[src/pfp_pkg.sv]
// Constants and types for the parallel FIFO port.
// Function
// - Companion mode with external clock: direction and strobe clock are inputs.
// - Read request stays high while the transmit FIFO holds data.
// - Receive overflow raises an interrupt and later words are dropped.
// - External clock: on rising edge with direction high, drive data out.
// - Read request drops one clock after the edge that reads the last word.
// - External clock: on falling edge with direction low, latch data in.
// - Port clock, direction high: toggle strobe clock while transmit FIFO not empty.
// - Port clock, direction low: trigger starts COUNT+1 word burst, self clears.
// - Port strobe clock is system clock divided by 2, 4, 8 or 16.
// - Port clock, direction low: latch edge select picks rising or falling capture edge.
// - Slave mode: drive data only while strobe low and direction high.
// - Slave mode: capture on strobe rising edge; clock out select ignored.
// - Master mode drives direction, read strobe, clock; writes while FIFO not empty.
// - Master read of COUNT+1 words waits for empty FIFO; trigger self clears.
// - Master cycles timed by programmable integer divider enable.
// - Wait enable clear: ignore wait input, end after wait-state count.
// - Wait enable set: after wait seen high, end strobe after 1+WS periods.
package pfp_pkg;
    localparam int DATA_W = 16;
    localparam int FIFO_DEPTH = 8;
    localparam int DIV_W = 8;
    localparam int WS_W = 4;
    localparam int CNT_W = 8;
    localparam logic [1:0] RATIO_RST = 2'h0;

    typedef struct packed {
        logic master_mode_select;
        logic companion_mode_select;
        logic clock_out_select;
        logic latch_edge_select;
        logic wait_enable;
        logic [1:0] clock_ratio;
        logic [DIV_W-1:0] cycle_divider;
        logic [WS_W-1:0] wait_state_count;
        logic [CNT_W-1:0] burst_count;
    } pfp_cfg_s;

    typedef enum logic [2:0] {
        PFP_IDLE,
        PFP_WR_STROBE,
        PFP_RD_STROBE,
        PFP_WAIT_TAIL,
        PFP_GAP
    } pfp_mst_e;
endpackage

[src/pfp_port.sv]
// Parallel FIFO port: slave, companion and master modes with transmit and receive FIFOs.
`timescale 1ns/100ps
module pfp_port #(
    parameter int DEPTH = pfp_pkg::FIFO_DEPTH
) (
    input wire logic clock_i,
    input wire logic rst_b_i,
    input wire pfp_pkg::pfp_cfg_s cfg_i,
    input wire logic trigger_set_i,
    output logic transfer_trigger_o,
    input wire logic tx_valid_i,
    input wire logic [pfp_pkg::DATA_W-1:0] tx_data_i,
    output logic tx_ready_o,
    output logic rx_valid_o,
    output logic [pfp_pkg::DATA_W-1:0] rx_data_o,
    input wire logic rx_ready_i,
    output logic overflow_irq_o,
    input wire logic overflow_clr_i,
    input wire logic strobe_clock_i,
    output logic strobe_clock_o,
    output logic strobe_clock_oe_o,
    input wire logic write_direction_i,
    output logic write_direction_o,
    output logic write_direction_oe_o,
    output logic read_strobe_o,
    input wire logic wait_input_i,
    output logic read_request_o,
    input wire logic [pfp_pkg::DATA_W-1:0] data_i,
    output logic [pfp_pkg::DATA_W-1:0] data_o,
    output logic data_oe_o
);
    import pfp_pkg::*;

    // The pointers carry one wrap bit above the address; a depth of one leaves the [AW-1:0] address slices with no bits.
    if (DEPTH < 2 || DEPTH > 256) begin : g_depth_check
        $error("DEPTH must be 2..256");
    end

    localparam int AW = $clog2(DEPTH);

    logic [DATA_W-1:0] tx_mem [DEPTH];
    logic [DATA_W-1:0] rx_mem [DEPTH];
    logic [AW:0] tx_wp_r, tx_rp_r, rx_wp_r, rx_rp_r;
    logic sclk_d_r, mclk_r, xdir_r, busy_r, ovf_r, tail_r;
    logic [4:0] div_cnt_r;
    logic [DIV_W-1:0] icnt_r;
    logic [WS_W:0] ws_r;
    logic [CNT_W:0] words_r;
    logic [DATA_W-1:0] dout_r;
    logic oe_r;
    logic first_r;
    pfp_mst_e mst_r;

    wire tx_empty = (tx_wp_r == tx_rp_r);
    wire tx_full = (tx_wp_r[AW-1:0] == tx_rp_r[AW-1:0]) && (tx_wp_r[AW] != tx_rp_r[AW]);
    wire rx_empty = (rx_wp_r == rx_rp_r);
    wire rx_full = (rx_wp_r[AW-1:0] == rx_rp_r[AW-1:0]) && (rx_wp_r[AW] != rx_rp_r[AW]);
    wire mode_slave = !cfg_i.master_mode_select && !cfg_i.companion_mode_select;
    wire mode_ext = cfg_i.companion_mode_select && !cfg_i.clock_out_select && !cfg_i.master_mode_select;
    wire mode_pclk = cfg_i.companion_mode_select && cfg_i.clock_out_select && !cfg_i.master_mode_select;
    wire mode_mst = cfg_i.master_mode_select && !cfg_i.companion_mode_select;
    wire in_clk_sel = mode_pclk ? mclk_r : strobe_clock_i;
    wire clk_rise = in_clk_sel && !sclk_d_r;
    wire clk_fall = !in_clk_sel && sclk_d_r;
    // Ratio 2,4,8,16: toggle every 1,2,4,8 system clocks.
    wire [4:0] half_per = 5'h1 << cfg_i.clock_ratio;
    wire div_tick = (div_cnt_r == half_per - 5'h1);
    wire int_tick = (icnt_r == cfg_i.cycle_divider);
    wire pclk_run = mode_pclk && (write_direction_i ? (!tx_empty || mclk_r) : (busy_r || mclk_r));

    // Data-out and capture events per mode.
    wire ext_read = (mode_ext && clk_rise && write_direction_i) || (mode_pclk && write_direction_i && clk_rise)
        || (mode_slave && clk_fall && write_direction_i);
    wire pc_burst = mode_pclk && !write_direction_i && busy_r;
    // Latch-on-rising takes each word at the rise after it was driven, so the first rise of a burst
    // carries nothing and the final word, which has no later rise, is taken by the system clock.
    wire pc_rise_cap = pc_burst && cfg_i.latch_edge_select && clk_rise && !first_r && !tail_r;
    wire pc_fall_cap = pc_burst && !cfg_i.latch_edge_select && clk_fall;
    wire tail_set = pc_burst && cfg_i.latch_edge_select && clk_fall && (words_r == '0) && !tail_r;
    wire pc_cap = pc_rise_cap || pc_fall_cap || tail_r;
    wire ext_cap = (mode_ext && clk_fall && !write_direction_i) || (mode_slave && clk_rise && !write_direction_i)
        || pc_cap;
    wire m_done = (mst_r == PFP_WAIT_TAIL) && int_tick && (ws_r == '0);
    wire m_cap = m_done && xdir_r == 1'b0 && busy_r;
    // A master write takes its word as the strobe opens, so the data stands for the whole strobe.
    wire m_wr_start = mode_mst && int_tick && (mst_r == PFP_IDLE) && !tx_empty && !(busy_r && !xdir_r);
    wire pop = (ext_read || m_wr_start) && !tx_empty;
    wire cap = ext_cap || m_cap;
    wire push_rx = cap && !rx_full && !ovf_r;
    wire last_pc = (pc_fall_cap && (words_r == '0)) || tail_r;
    wire last_m = m_cap && (words_r == '0);

    assign tx_ready_o = !tx_full;
    assign rx_valid_o = !rx_empty;
    assign rx_data_o = rx_mem[rx_rp_r[AW-1:0]];
    assign read_request_o = !tx_empty;
    assign transfer_trigger_o = busy_r;
    assign overflow_irq_o = ovf_r;
    assign strobe_clock_o = mclk_r;
    assign strobe_clock_oe_o = mode_pclk || mode_mst;
    assign write_direction_o = xdir_r;
    assign write_direction_oe_o = mode_mst;
    assign read_strobe_o = mode_mst && (mst_r != PFP_IDLE) && (mst_r != PFP_GAP) && !xdir_r;
    assign data_o = dout_r;
    assign data_oe_o = oe_r && (mode_slave ? (!strobe_clock_i && write_direction_i) : 1'b1);

    always_ff @(posedge clock_i) begin
        if (tx_valid_i && !tx_full) begin
            tx_mem[tx_wp_r[AW-1:0]] <= tx_data_i;
        end
        if (push_rx) begin
            rx_mem[rx_wp_r[AW-1:0]] <= data_i;
        end
    end

    always_ff @(posedge clock_i or negedge rst_b_i) begin
        if (!rst_b_i) begin
            tx_wp_r <= '0;
            tx_rp_r <= '0;
            rx_wp_r <= '0;
            rx_rp_r <= '0;
            sclk_d_r <= 1'b0;
            ovf_r <= 1'b0;
            dout_r <= '0;
            oe_r <= 1'b0;
        end else begin
            sclk_d_r <= in_clk_sel;
            tx_wp_r <= tx_wp_r + (AW+1)'(tx_valid_i && !tx_full);
            tx_rp_r <= tx_rp_r + (AW+1)'(pop);
            rx_wp_r <= rx_wp_r + (AW+1)'(push_rx);
            rx_rp_r <= rx_rp_r + (AW+1)'(rx_ready_i && !rx_empty);
            // Set wins over a clear in the same cycle.
            ovf_r <= (cap && rx_full) || (ovf_r && !overflow_clr_i);
            if (pop) begin
                dout_r <= tx_mem[tx_rp_r[AW-1:0]];
            end
            if (pop) begin
                oe_r <= 1'b1;
            end else if (mode_mst ? (mst_r == PFP_GAP || !xdir_r) : !write_direction_i) begin
                oe_r <= 1'b0;
            end
        end
    end

    // Port-driven strobe clock and burst/master sequencing.
    always_ff @(posedge clock_i or negedge rst_b_i) begin
        if (!rst_b_i) begin
            div_cnt_r <= '0;
            mclk_r <= 1'b0;
            busy_r <= 1'b0;
            tail_r <= 1'b0;
            first_r <= 1'b0;
            words_r <= '0;
            icnt_r <= '0;
            ws_r <= '0;
            xdir_r <= 1'b1;
            mst_r <= PFP_IDLE;
        end else begin
            tail_r <= 1'b0;
            div_cnt_r <= (div_tick || !pclk_run) ? 5'h0 : div_cnt_r + 5'h1;
            if (mode_pclk) begin
                if (pclk_run && div_tick) begin
                    mclk_r <= !mclk_r;
                end
            end else if (mode_mst) begin
                mclk_r <= (mst_r == PFP_WR_STROBE) || (mst_r == PFP_RD_STROBE) || (mst_r == PFP_WAIT_TAIL);
            end else begin
                mclk_r <= 1'b0;
            end
            icnt_r <= int_tick ? '0 : icnt_r + DIV_W'(1);
            if (trigger_set_i && !busy_r) begin
                busy_r <= 1'b1;
                words_r <= {1'b0, cfg_i.burst_count};
            end else if (last_pc) begin
                busy_r <= 1'b0;
            end else if (pc_cap || m_cap) begin
                words_r <= words_r - (CNT_W+1)'(1);
            end
            if (tail_set) begin
                tail_r <= 1'b1;
            end
            if (trigger_set_i && !busy_r) begin
                first_r <= 1'b1;
            end else if (mode_pclk && clk_rise) begin
                first_r <= 1'b0;
            end
            if (last_m) begin
                busy_r <= 1'b0;
            end
            if (int_tick) begin
                unique case (mst_r)
                    PFP_IDLE: begin
                        if (mode_mst && !tx_empty && !(busy_r && xdir_r == 1'b0)) begin
                            xdir_r <= 1'b1;
                            mst_r <= PFP_WR_STROBE;
                        end else if (mode_mst && busy_r && tx_empty) begin
                            xdir_r <= 1'b0;
                            mst_r <= PFP_RD_STROBE;
                        end
                    end
                    PFP_WR_STROBE, PFP_RD_STROBE: begin
                        if (!cfg_i.wait_enable || wait_input_i) begin
                            ws_r <= {1'b0, cfg_i.wait_state_count};
                            mst_r <= PFP_WAIT_TAIL;
                        end
                    end
                    PFP_WAIT_TAIL: begin
                        if (ws_r == '0) begin
                            mst_r <= PFP_GAP;
                        end else begin
                            ws_r <= ws_r - (WS_W+1)'(1);
                        end
                    end
                    PFP_GAP: begin
                        mst_r <= (busy_r && xdir_r == 1'b0) ? PFP_RD_STROBE : PFP_IDLE;
                    end
                endcase
            end
        end
    end

    a_req_tracks_fifo: assert property (@(posedge clock_i) disable iff (!rst_b_i)
        read_request_o == !tx_empty) else $error("read request not tracking FIFO");
    a_req_drop_one: assert property (@(posedge clock_i) disable iff (!rst_b_i)
        (pop && tx_rp_r + (AW+1)'(1) == tx_wp_r && !tx_valid_i) |=> !read_request_o)
        else $error("read request late");
    a_ovf_drops: assert property (@(posedge clock_i) disable iff (!rst_b_i)
        ovf_r |-> !push_rx) else $error("stored after overflow");
    a_ovf_sets: assert property (@(posedge clock_i) disable iff (!rst_b_i)
        (cap && rx_full) |=> ovf_r) else $error("overflow not flagged");
    a_ext_inputs: assert property (@(posedge clock_i) disable iff (!rst_b_i)
        mode_ext |-> !strobe_clock_oe_o && !write_direction_oe_o) else $error("driving inputs");
    a_slave_oe_low: assert property (@(posedge clock_i) disable iff (!rst_b_i)
        (mode_slave && (strobe_clock_i || !write_direction_i)) |-> !data_oe_o) else $error("slave oe");
    a_pclk_idle: assert property (@(posedge clock_i) disable iff (!rst_b_i)
        (mode_pclk && write_direction_i && tx_empty && !mclk_r) |=> !mclk_r) else $error("clock while empty");
    a_mst_read_wait: assert property (@(posedge clock_i) disable iff (!rst_b_i)
        (mode_mst && $rose(read_strobe_o)) |-> $past(tx_empty)) else $error("read before empty");
    a_reset_trigger: assert property (@(posedge clock_i)
        $rose(rst_b_i) |-> !transfer_trigger_o && !read_request_o && !data_oe_o) else $error("reset state");
    a_rx_no_overwrite: assert property (@(posedge clock_i) disable iff (!rst_b_i)
        rx_full |-> !push_rx) else $error("stored into full FIFO");
    a_ovf_clears: assert property (@(posedge clock_i) disable iff (!rst_b_i)
        (ovf_r && overflow_clr_i && !(cap && rx_full)) |=> !ovf_r) else $error("overflow not cleared");
    a_ext_read_oe: assert property (@(posedge clock_i) disable iff (!rst_b_i)
        (mode_ext && pop) |=> data_oe_o) else $error("read data not enabled");
    a_ext_capture: assert property (@(posedge clock_i) disable iff (!rst_b_i)
        (mode_ext && clk_fall && !write_direction_i && !rx_full && !ovf_r) |-> push_rx) else $error("word lost");

    // Slave and port-clock modes, and the burst trigger held until its last word in port-clock or master mode.
    a_slave_pop_fall: assert property (@(posedge clock_i) disable iff (!rst_b_i)
        (mode_slave && pop) |-> clk_fall && write_direction_i) else $error("slave pop edge");
    a_slave_capture: assert property (@(posedge clock_i) disable iff (!rst_b_i)
        (mode_slave && clk_rise && !write_direction_i && !rx_full && !ovf_r) |-> push_rx) else $error("slave lost");
    a_pclk_divider: assert property (@(posedge clock_i) disable iff (!rst_b_i)
        mode_pclk |-> div_cnt_r < half_per) else $error("divider out of range");
    a_pclk_parked: assert property (@(posedge clock_i) disable iff (!rst_b_i)
        (mode_pclk && !write_direction_i && !busy_r && !mclk_r) |=> !mclk_r) else $error("clock without burst");
    a_tail_single: assert property (@(posedge clock_i) disable iff (!rst_b_i)
        tail_r |=> !tail_r) else $error("tail capture repeated");
    a_trigger_holds: assert property (@(posedge clock_i) disable iff (!rst_b_i)
        (busy_r && !last_pc && !last_m) |=> busy_r) else $error("trigger cleared early");

    // Master mode.
    a_mst_drives_pins: assert property (@(posedge clock_i) disable iff (!rst_b_i)
        mode_mst |-> strobe_clock_oe_o && write_direction_oe_o) else $error("master pins not driven");
    a_mst_write_oe: assert property (@(posedge clock_i) disable iff (!rst_b_i)
        (mode_mst && mst_r == PFP_WR_STROBE) |-> data_oe_o && write_direction_o) else $error("write data off");
    a_mst_read_blocks: assert property (@(posedge clock_i) disable iff (!rst_b_i)
        (mode_mst && busy_r && !xdir_r && mst_r != PFP_IDLE) |-> !pop) else $error("write during read");
    a_mst_read_bus: assert property (@(posedge clock_i) disable iff (!rst_b_i)
        (mode_mst && read_strobe_o) |-> !data_oe_o) else $error("driving bus while reading");
    a_int_divider: assert property (@(posedge clock_i) disable iff (!rst_b_i)
        mode_mst |-> icnt_r <= cfg_i.cycle_divider) else $error("internal divider overrun");
    a_no_wait_end: assert property (@(posedge clock_i) disable iff (!rst_b_i)
        (mode_mst && !cfg_i.wait_enable && int_tick && (mst_r == PFP_WR_STROBE || mst_r == PFP_RD_STROBE))
        |=> mst_r == PFP_WAIT_TAIL) else $error("wait input not ignored");
    a_wait_holds: assert property (@(posedge clock_i) disable iff (!rst_b_i)
        (mode_mst && cfg_i.wait_enable && !wait_input_i && int_tick && (mst_r == PFP_WR_STROBE || mst_r == PFP_RD_STROBE))
        |=> $stable(mst_r)) else $error("strobe ended without wait");

    c_ext_read: cover property (@(posedge clock_i) disable iff (!rst_b_i) mode_ext && pop);
    c_overflow: cover property (@(posedge clock_i) disable iff (!rst_b_i) $rose(ovf_r));
    c_burst_end: cover property (@(posedge clock_i) disable iff (!rst_b_i) $fell(busy_r));
    c_mst_wait: cover property (@(posedge clock_i) disable iff (!rst_b_i) mode_mst && cfg_i.wait_enable && m_done);
    c_slave_write: cover property (@(posedge clock_i) disable iff (!rst_b_i) mode_slave && push_rx);
endmodule // pfp_port

[config.mk]
export PLATFORM = sky130hd
export DESIGN_NAME = pfp_port
export DESIGN_NICKNAME = d
export VERILOG_FILES = /design/src/pfp_pkg.sv /design/src/pfp_port.sv
export SDC_FILE = /design/constraint.sdc
export NUM_CORES = 1
export LEC_CHECK = 0
export BUFFER_PORTS_ARGS = -buffer_cell sky130_fd_sc_hd__buf_2
export CORE_ASPECT_RATIO = 1.2
export CORE_MARGIN = 2
export CORE_UTILIZATION = 25
export CTS_CLUSTER_DIAMETER = 60
export DETAILED_ROUTE_END_ITERATION = 6
export GPL_TIMING_DRIVEN = 0
export PLACE_DENSITY = 0.51
export SLEW_MARGIN = 20
export SYNTH_ARGS = -nofsm -noshare
export SYNTH_HDL_FRONTEND = slang
export SYNTH_SLANG_ARGS = --single-unit
[constraint.sdc]
create_clock -name clock_i -period 5.7 [get_ports clock_i]
set_clock_uncertainty 0.05 [all_clocks]
set_input_delay 1.14 -clock clock_i [delete_from_list [all_inputs] [get_ports clock_i]]
set_output_delay 1.14 -clock clock_i [all_outputs]
set_load 0.01 [all_outputs]
==> qor.txt <==
Overflow after GRT: 0
Post-cts resize count: 0
Fillers: 5,338
Antenna viol nets, final: 0
CP required: 4.51 ns
First-pass GRT wire length: 47,590 µm
Drt total wl: 31,720 µm
Post-Syn Instances: 739
Clock-pin slew on the worst setup and hold paths: 0.05 ns
Max-Cap Viols: 0
Slowest stage cell, crit path: buf_1
Power Dens Cells: 464.0 nW/µm²
Net Sw Power: 2.279 mW
Clock Latency Late Sink: 0.57 ns
Post-CTS Setup Bufs: 0
Inserted Clock Buffers: 42
Worst VDD drop: 299.0 µV
RSZ-0062 raised after global routing: no
TritonCTS clock tree: yes
Pins over their slew limit: 0
Avg Cell Area, Syn: 18.14 µm²
Total Routing Usage GR: 0.1148
Site row count: 93
Vias: 7,206
Sequential-to-total area share from yosys stat: 0.7041
CP peak stage delay: 0.67 ns
Initial Util: 0.2516
Min-Delay Path Class: reg2reg
Fin nets: 986
Largest cells by area after synthesis: edfxtp_1, dfrtp_1, mux4_2
Critical path cell sequence: clkbuf_1, buf_1, mux4_2, mux2_2, buf_2
Dpl cells: 1,574
Largest net degree at the start of global routing: 44
Root Buffer: clkbuf_16
H-tree levels: 2
Clock share of power: 0.325
Sequential share of power: 0.402
Initial DRT Pass Iterations: 4
DP HPWL: 21,310 µm
Number of top-level pins: 111
Die X: 215.4 µm
Int Pwr: 5.330 mW
Largest area contributor in the netlist: edfxtp_1
Post-synth top flop: edfxtp_1
Most common cell after layout, fill and taps aside: edfxtp_1
Core footprint: 53,290 µm²
Wire per inst: 19.19 µm
Die Span Y: 257.7 µm
Synthesized net count: 819
Register bit total from synthesis: 326
Fin util: 0.3077
Final Hold Viols: 0
Outcome: finished clean
Setup_tns: 0 ns
Clock sinks: 326
Initial antenna violation count: 4
Worst Tran Pin Value: 0.8329 ns
Max Freq: 249.1 MHz
Synthesis Warnings: 0
Share of layout cells above drive strength 1: 0.3625
Fin Hold WS: 0.4419 ns
Rel. slew slack: 0.4448
Largest fanout on the critical path: 10
CP Data Arrival Time: 2.82 ns
Vias per cell: 4.359
# DRC: 0
Power share of the combinational group: 0.273
Sw frac: 0.2995
Asr flop ratio synth: 0.2147
Leakage: 5.737 nW
CTS Buffer Depth: 3
Type of origin of the critical path: register
Final cell count without fillers: 1,653
Post-synth EDFFs: 256
Die Area: 55,510 µm²
Commonest cells after routing, fill and taps aside: edfxtp_1, buf_2, dfrtp_1
IO buf count: 109
Hold buffers post-CTS: 0
Distinct cells, synth: 65
Drt initial violations: 360
Min Tclk post-route: 4.014 ns
Final period util: 0.7042
Post-synthesis cell area: 13,410 µm²
Endpoint type of the worst setup path: primary output
Top cell type's share of synthesized area: 0.5733
Global placement routability congestion: 0.7278
Vias in the first global route: 7,528
Final setup fails: 0
Setup CP Type: reg2out
Area growth from synthesis to layout: 22.31%
Total design power: 7.610 mW
==> Yosys cell counts, types with 3 or more instances <==
cell,n
nand2b_1,12
mux4_2,64
nor2b_1,4
inv_1,9
buf_6,3
nand3b_1,3
o31ai_1,4
dfrtp_1,69
nand3_1,21
or3_1,5
or4_1,7
clkbuf_1,18
xnor2_1,8
xor2_1,28
and3_1,3
nand2_1,26
mux2_4,8
nor3_1,13
o21ai_0,9
ha_1,12
and2_1,3
o311ai_0,4
o211ai_1,5
edfxtp_1,256
nor2_1,36
buf_2,11
a21oi_1,7
mux2_2,42
a31oi_1,3
==> cell families after synthesis <==
kind of cell,Yosys count,synth area share
buffers and inverters,45,0.01568
adders and majority gates,12,0.01120
DFF,326,0.7041
AOI/OAI and AO/OA,51,0.02958
xor gates and xnor gates,36,0.02352
muxes,116,0.1532
and+or+nand+nor,153,0.06271
==> metal layers <==
layer | vias to the layer above | track usage | wire [µm]
li1 | 3269 | - | -
met1 | 3682 | 0.1411 | 13320
met2 | 190 | 0.1927 | 15460
met3 | 61 | 0.03204 | 2118
met4 | 4 | 0.04234 | 797
met5 | - | 0 | 27
==> metrics by stage <==
| stage | instance area (µm²) | setup WS, ns |
|---|---|---|
| 2_1_floorplan | 13410 | 1.570 |
| 5_1_grt | 16390 | 1.554 |
| 3_5_place_dp | 15100 | 1.277 |
| 3_3_place_gp | 14840 | -0.1685 |
| 4_1_cts | 16390 | 1.573 |
| 6_report | 16400 | 1.686 |
==> layout make-up <==
cell class                 count  area [µm²]  share of cell area
tap                          712       890.9             0.05432
sequential                   326        9440              0.5756
clock buffer                  52        1099             0.06699
buffer                        36       176.4             0.01076
clock inverter                24       191.4             0.01167
inverter                       9       33.78            0.002060
timing repair buffer         123       718.2             0.04379
antenna                        3       7.507           0.0004578
multi-input combinational    368        3842              0.2343
==> power groups by stage <==
stage	registers [mW]	clock network (mW)	logic (mW)
3_5_place_dp	3.11	0	2.13
5_1_grt	3.09	2.64	2.27
6_report	3.06	2.47	2.08
3_3_place_gp	3.10	0	2.05
2_1_floorplan	3.10	0	1.38
4_1_cts	3.06	2.55	2.14
==> sequential cells by signal, indices dropped and copies added, names as in the netlist, 5 cells and up <==
register,count
data_o,16
rx_mem,128
tx_mem,128
div_cnt_r,5
icnt_r,8
words_r,9
ws_r,5
==> critical path: cells and delay by family, from the launching register on <==
kind / cells / cell delay [ns]
buffers and inverters: 3 / 1.20
flip-flops: 1 / 0.34
multiplexers: 2 / 0.70
==> worst paths after layout <==
| check | startpoint | to | slack (ns) | depth (start not counted) |
|---|---|---|---|---|
| worst max-delay path | rx_rp_r[1] | rx_data_o[13] | 1.69 | 5 |
| min in group asynchronous | rst_b_i | data_o[3] | 0.48 | 1 |
| max in group asynchronous | rst_b_i | write_direction_o | 4.48 | 2 |
| worst min register to register | rx_wp_r[3] | rx_wp_r[3] | 0.44 | 1 |
| worst min-delay path | rx_wp_r[3] | rx_wp_r[3] | 0.44 | 1 |
| worst max register to register | icnt_r[5] | rx_mem[0][9] | 2.33 | 7 |
No activity file was read; power rests on OpenSTA's default activity.
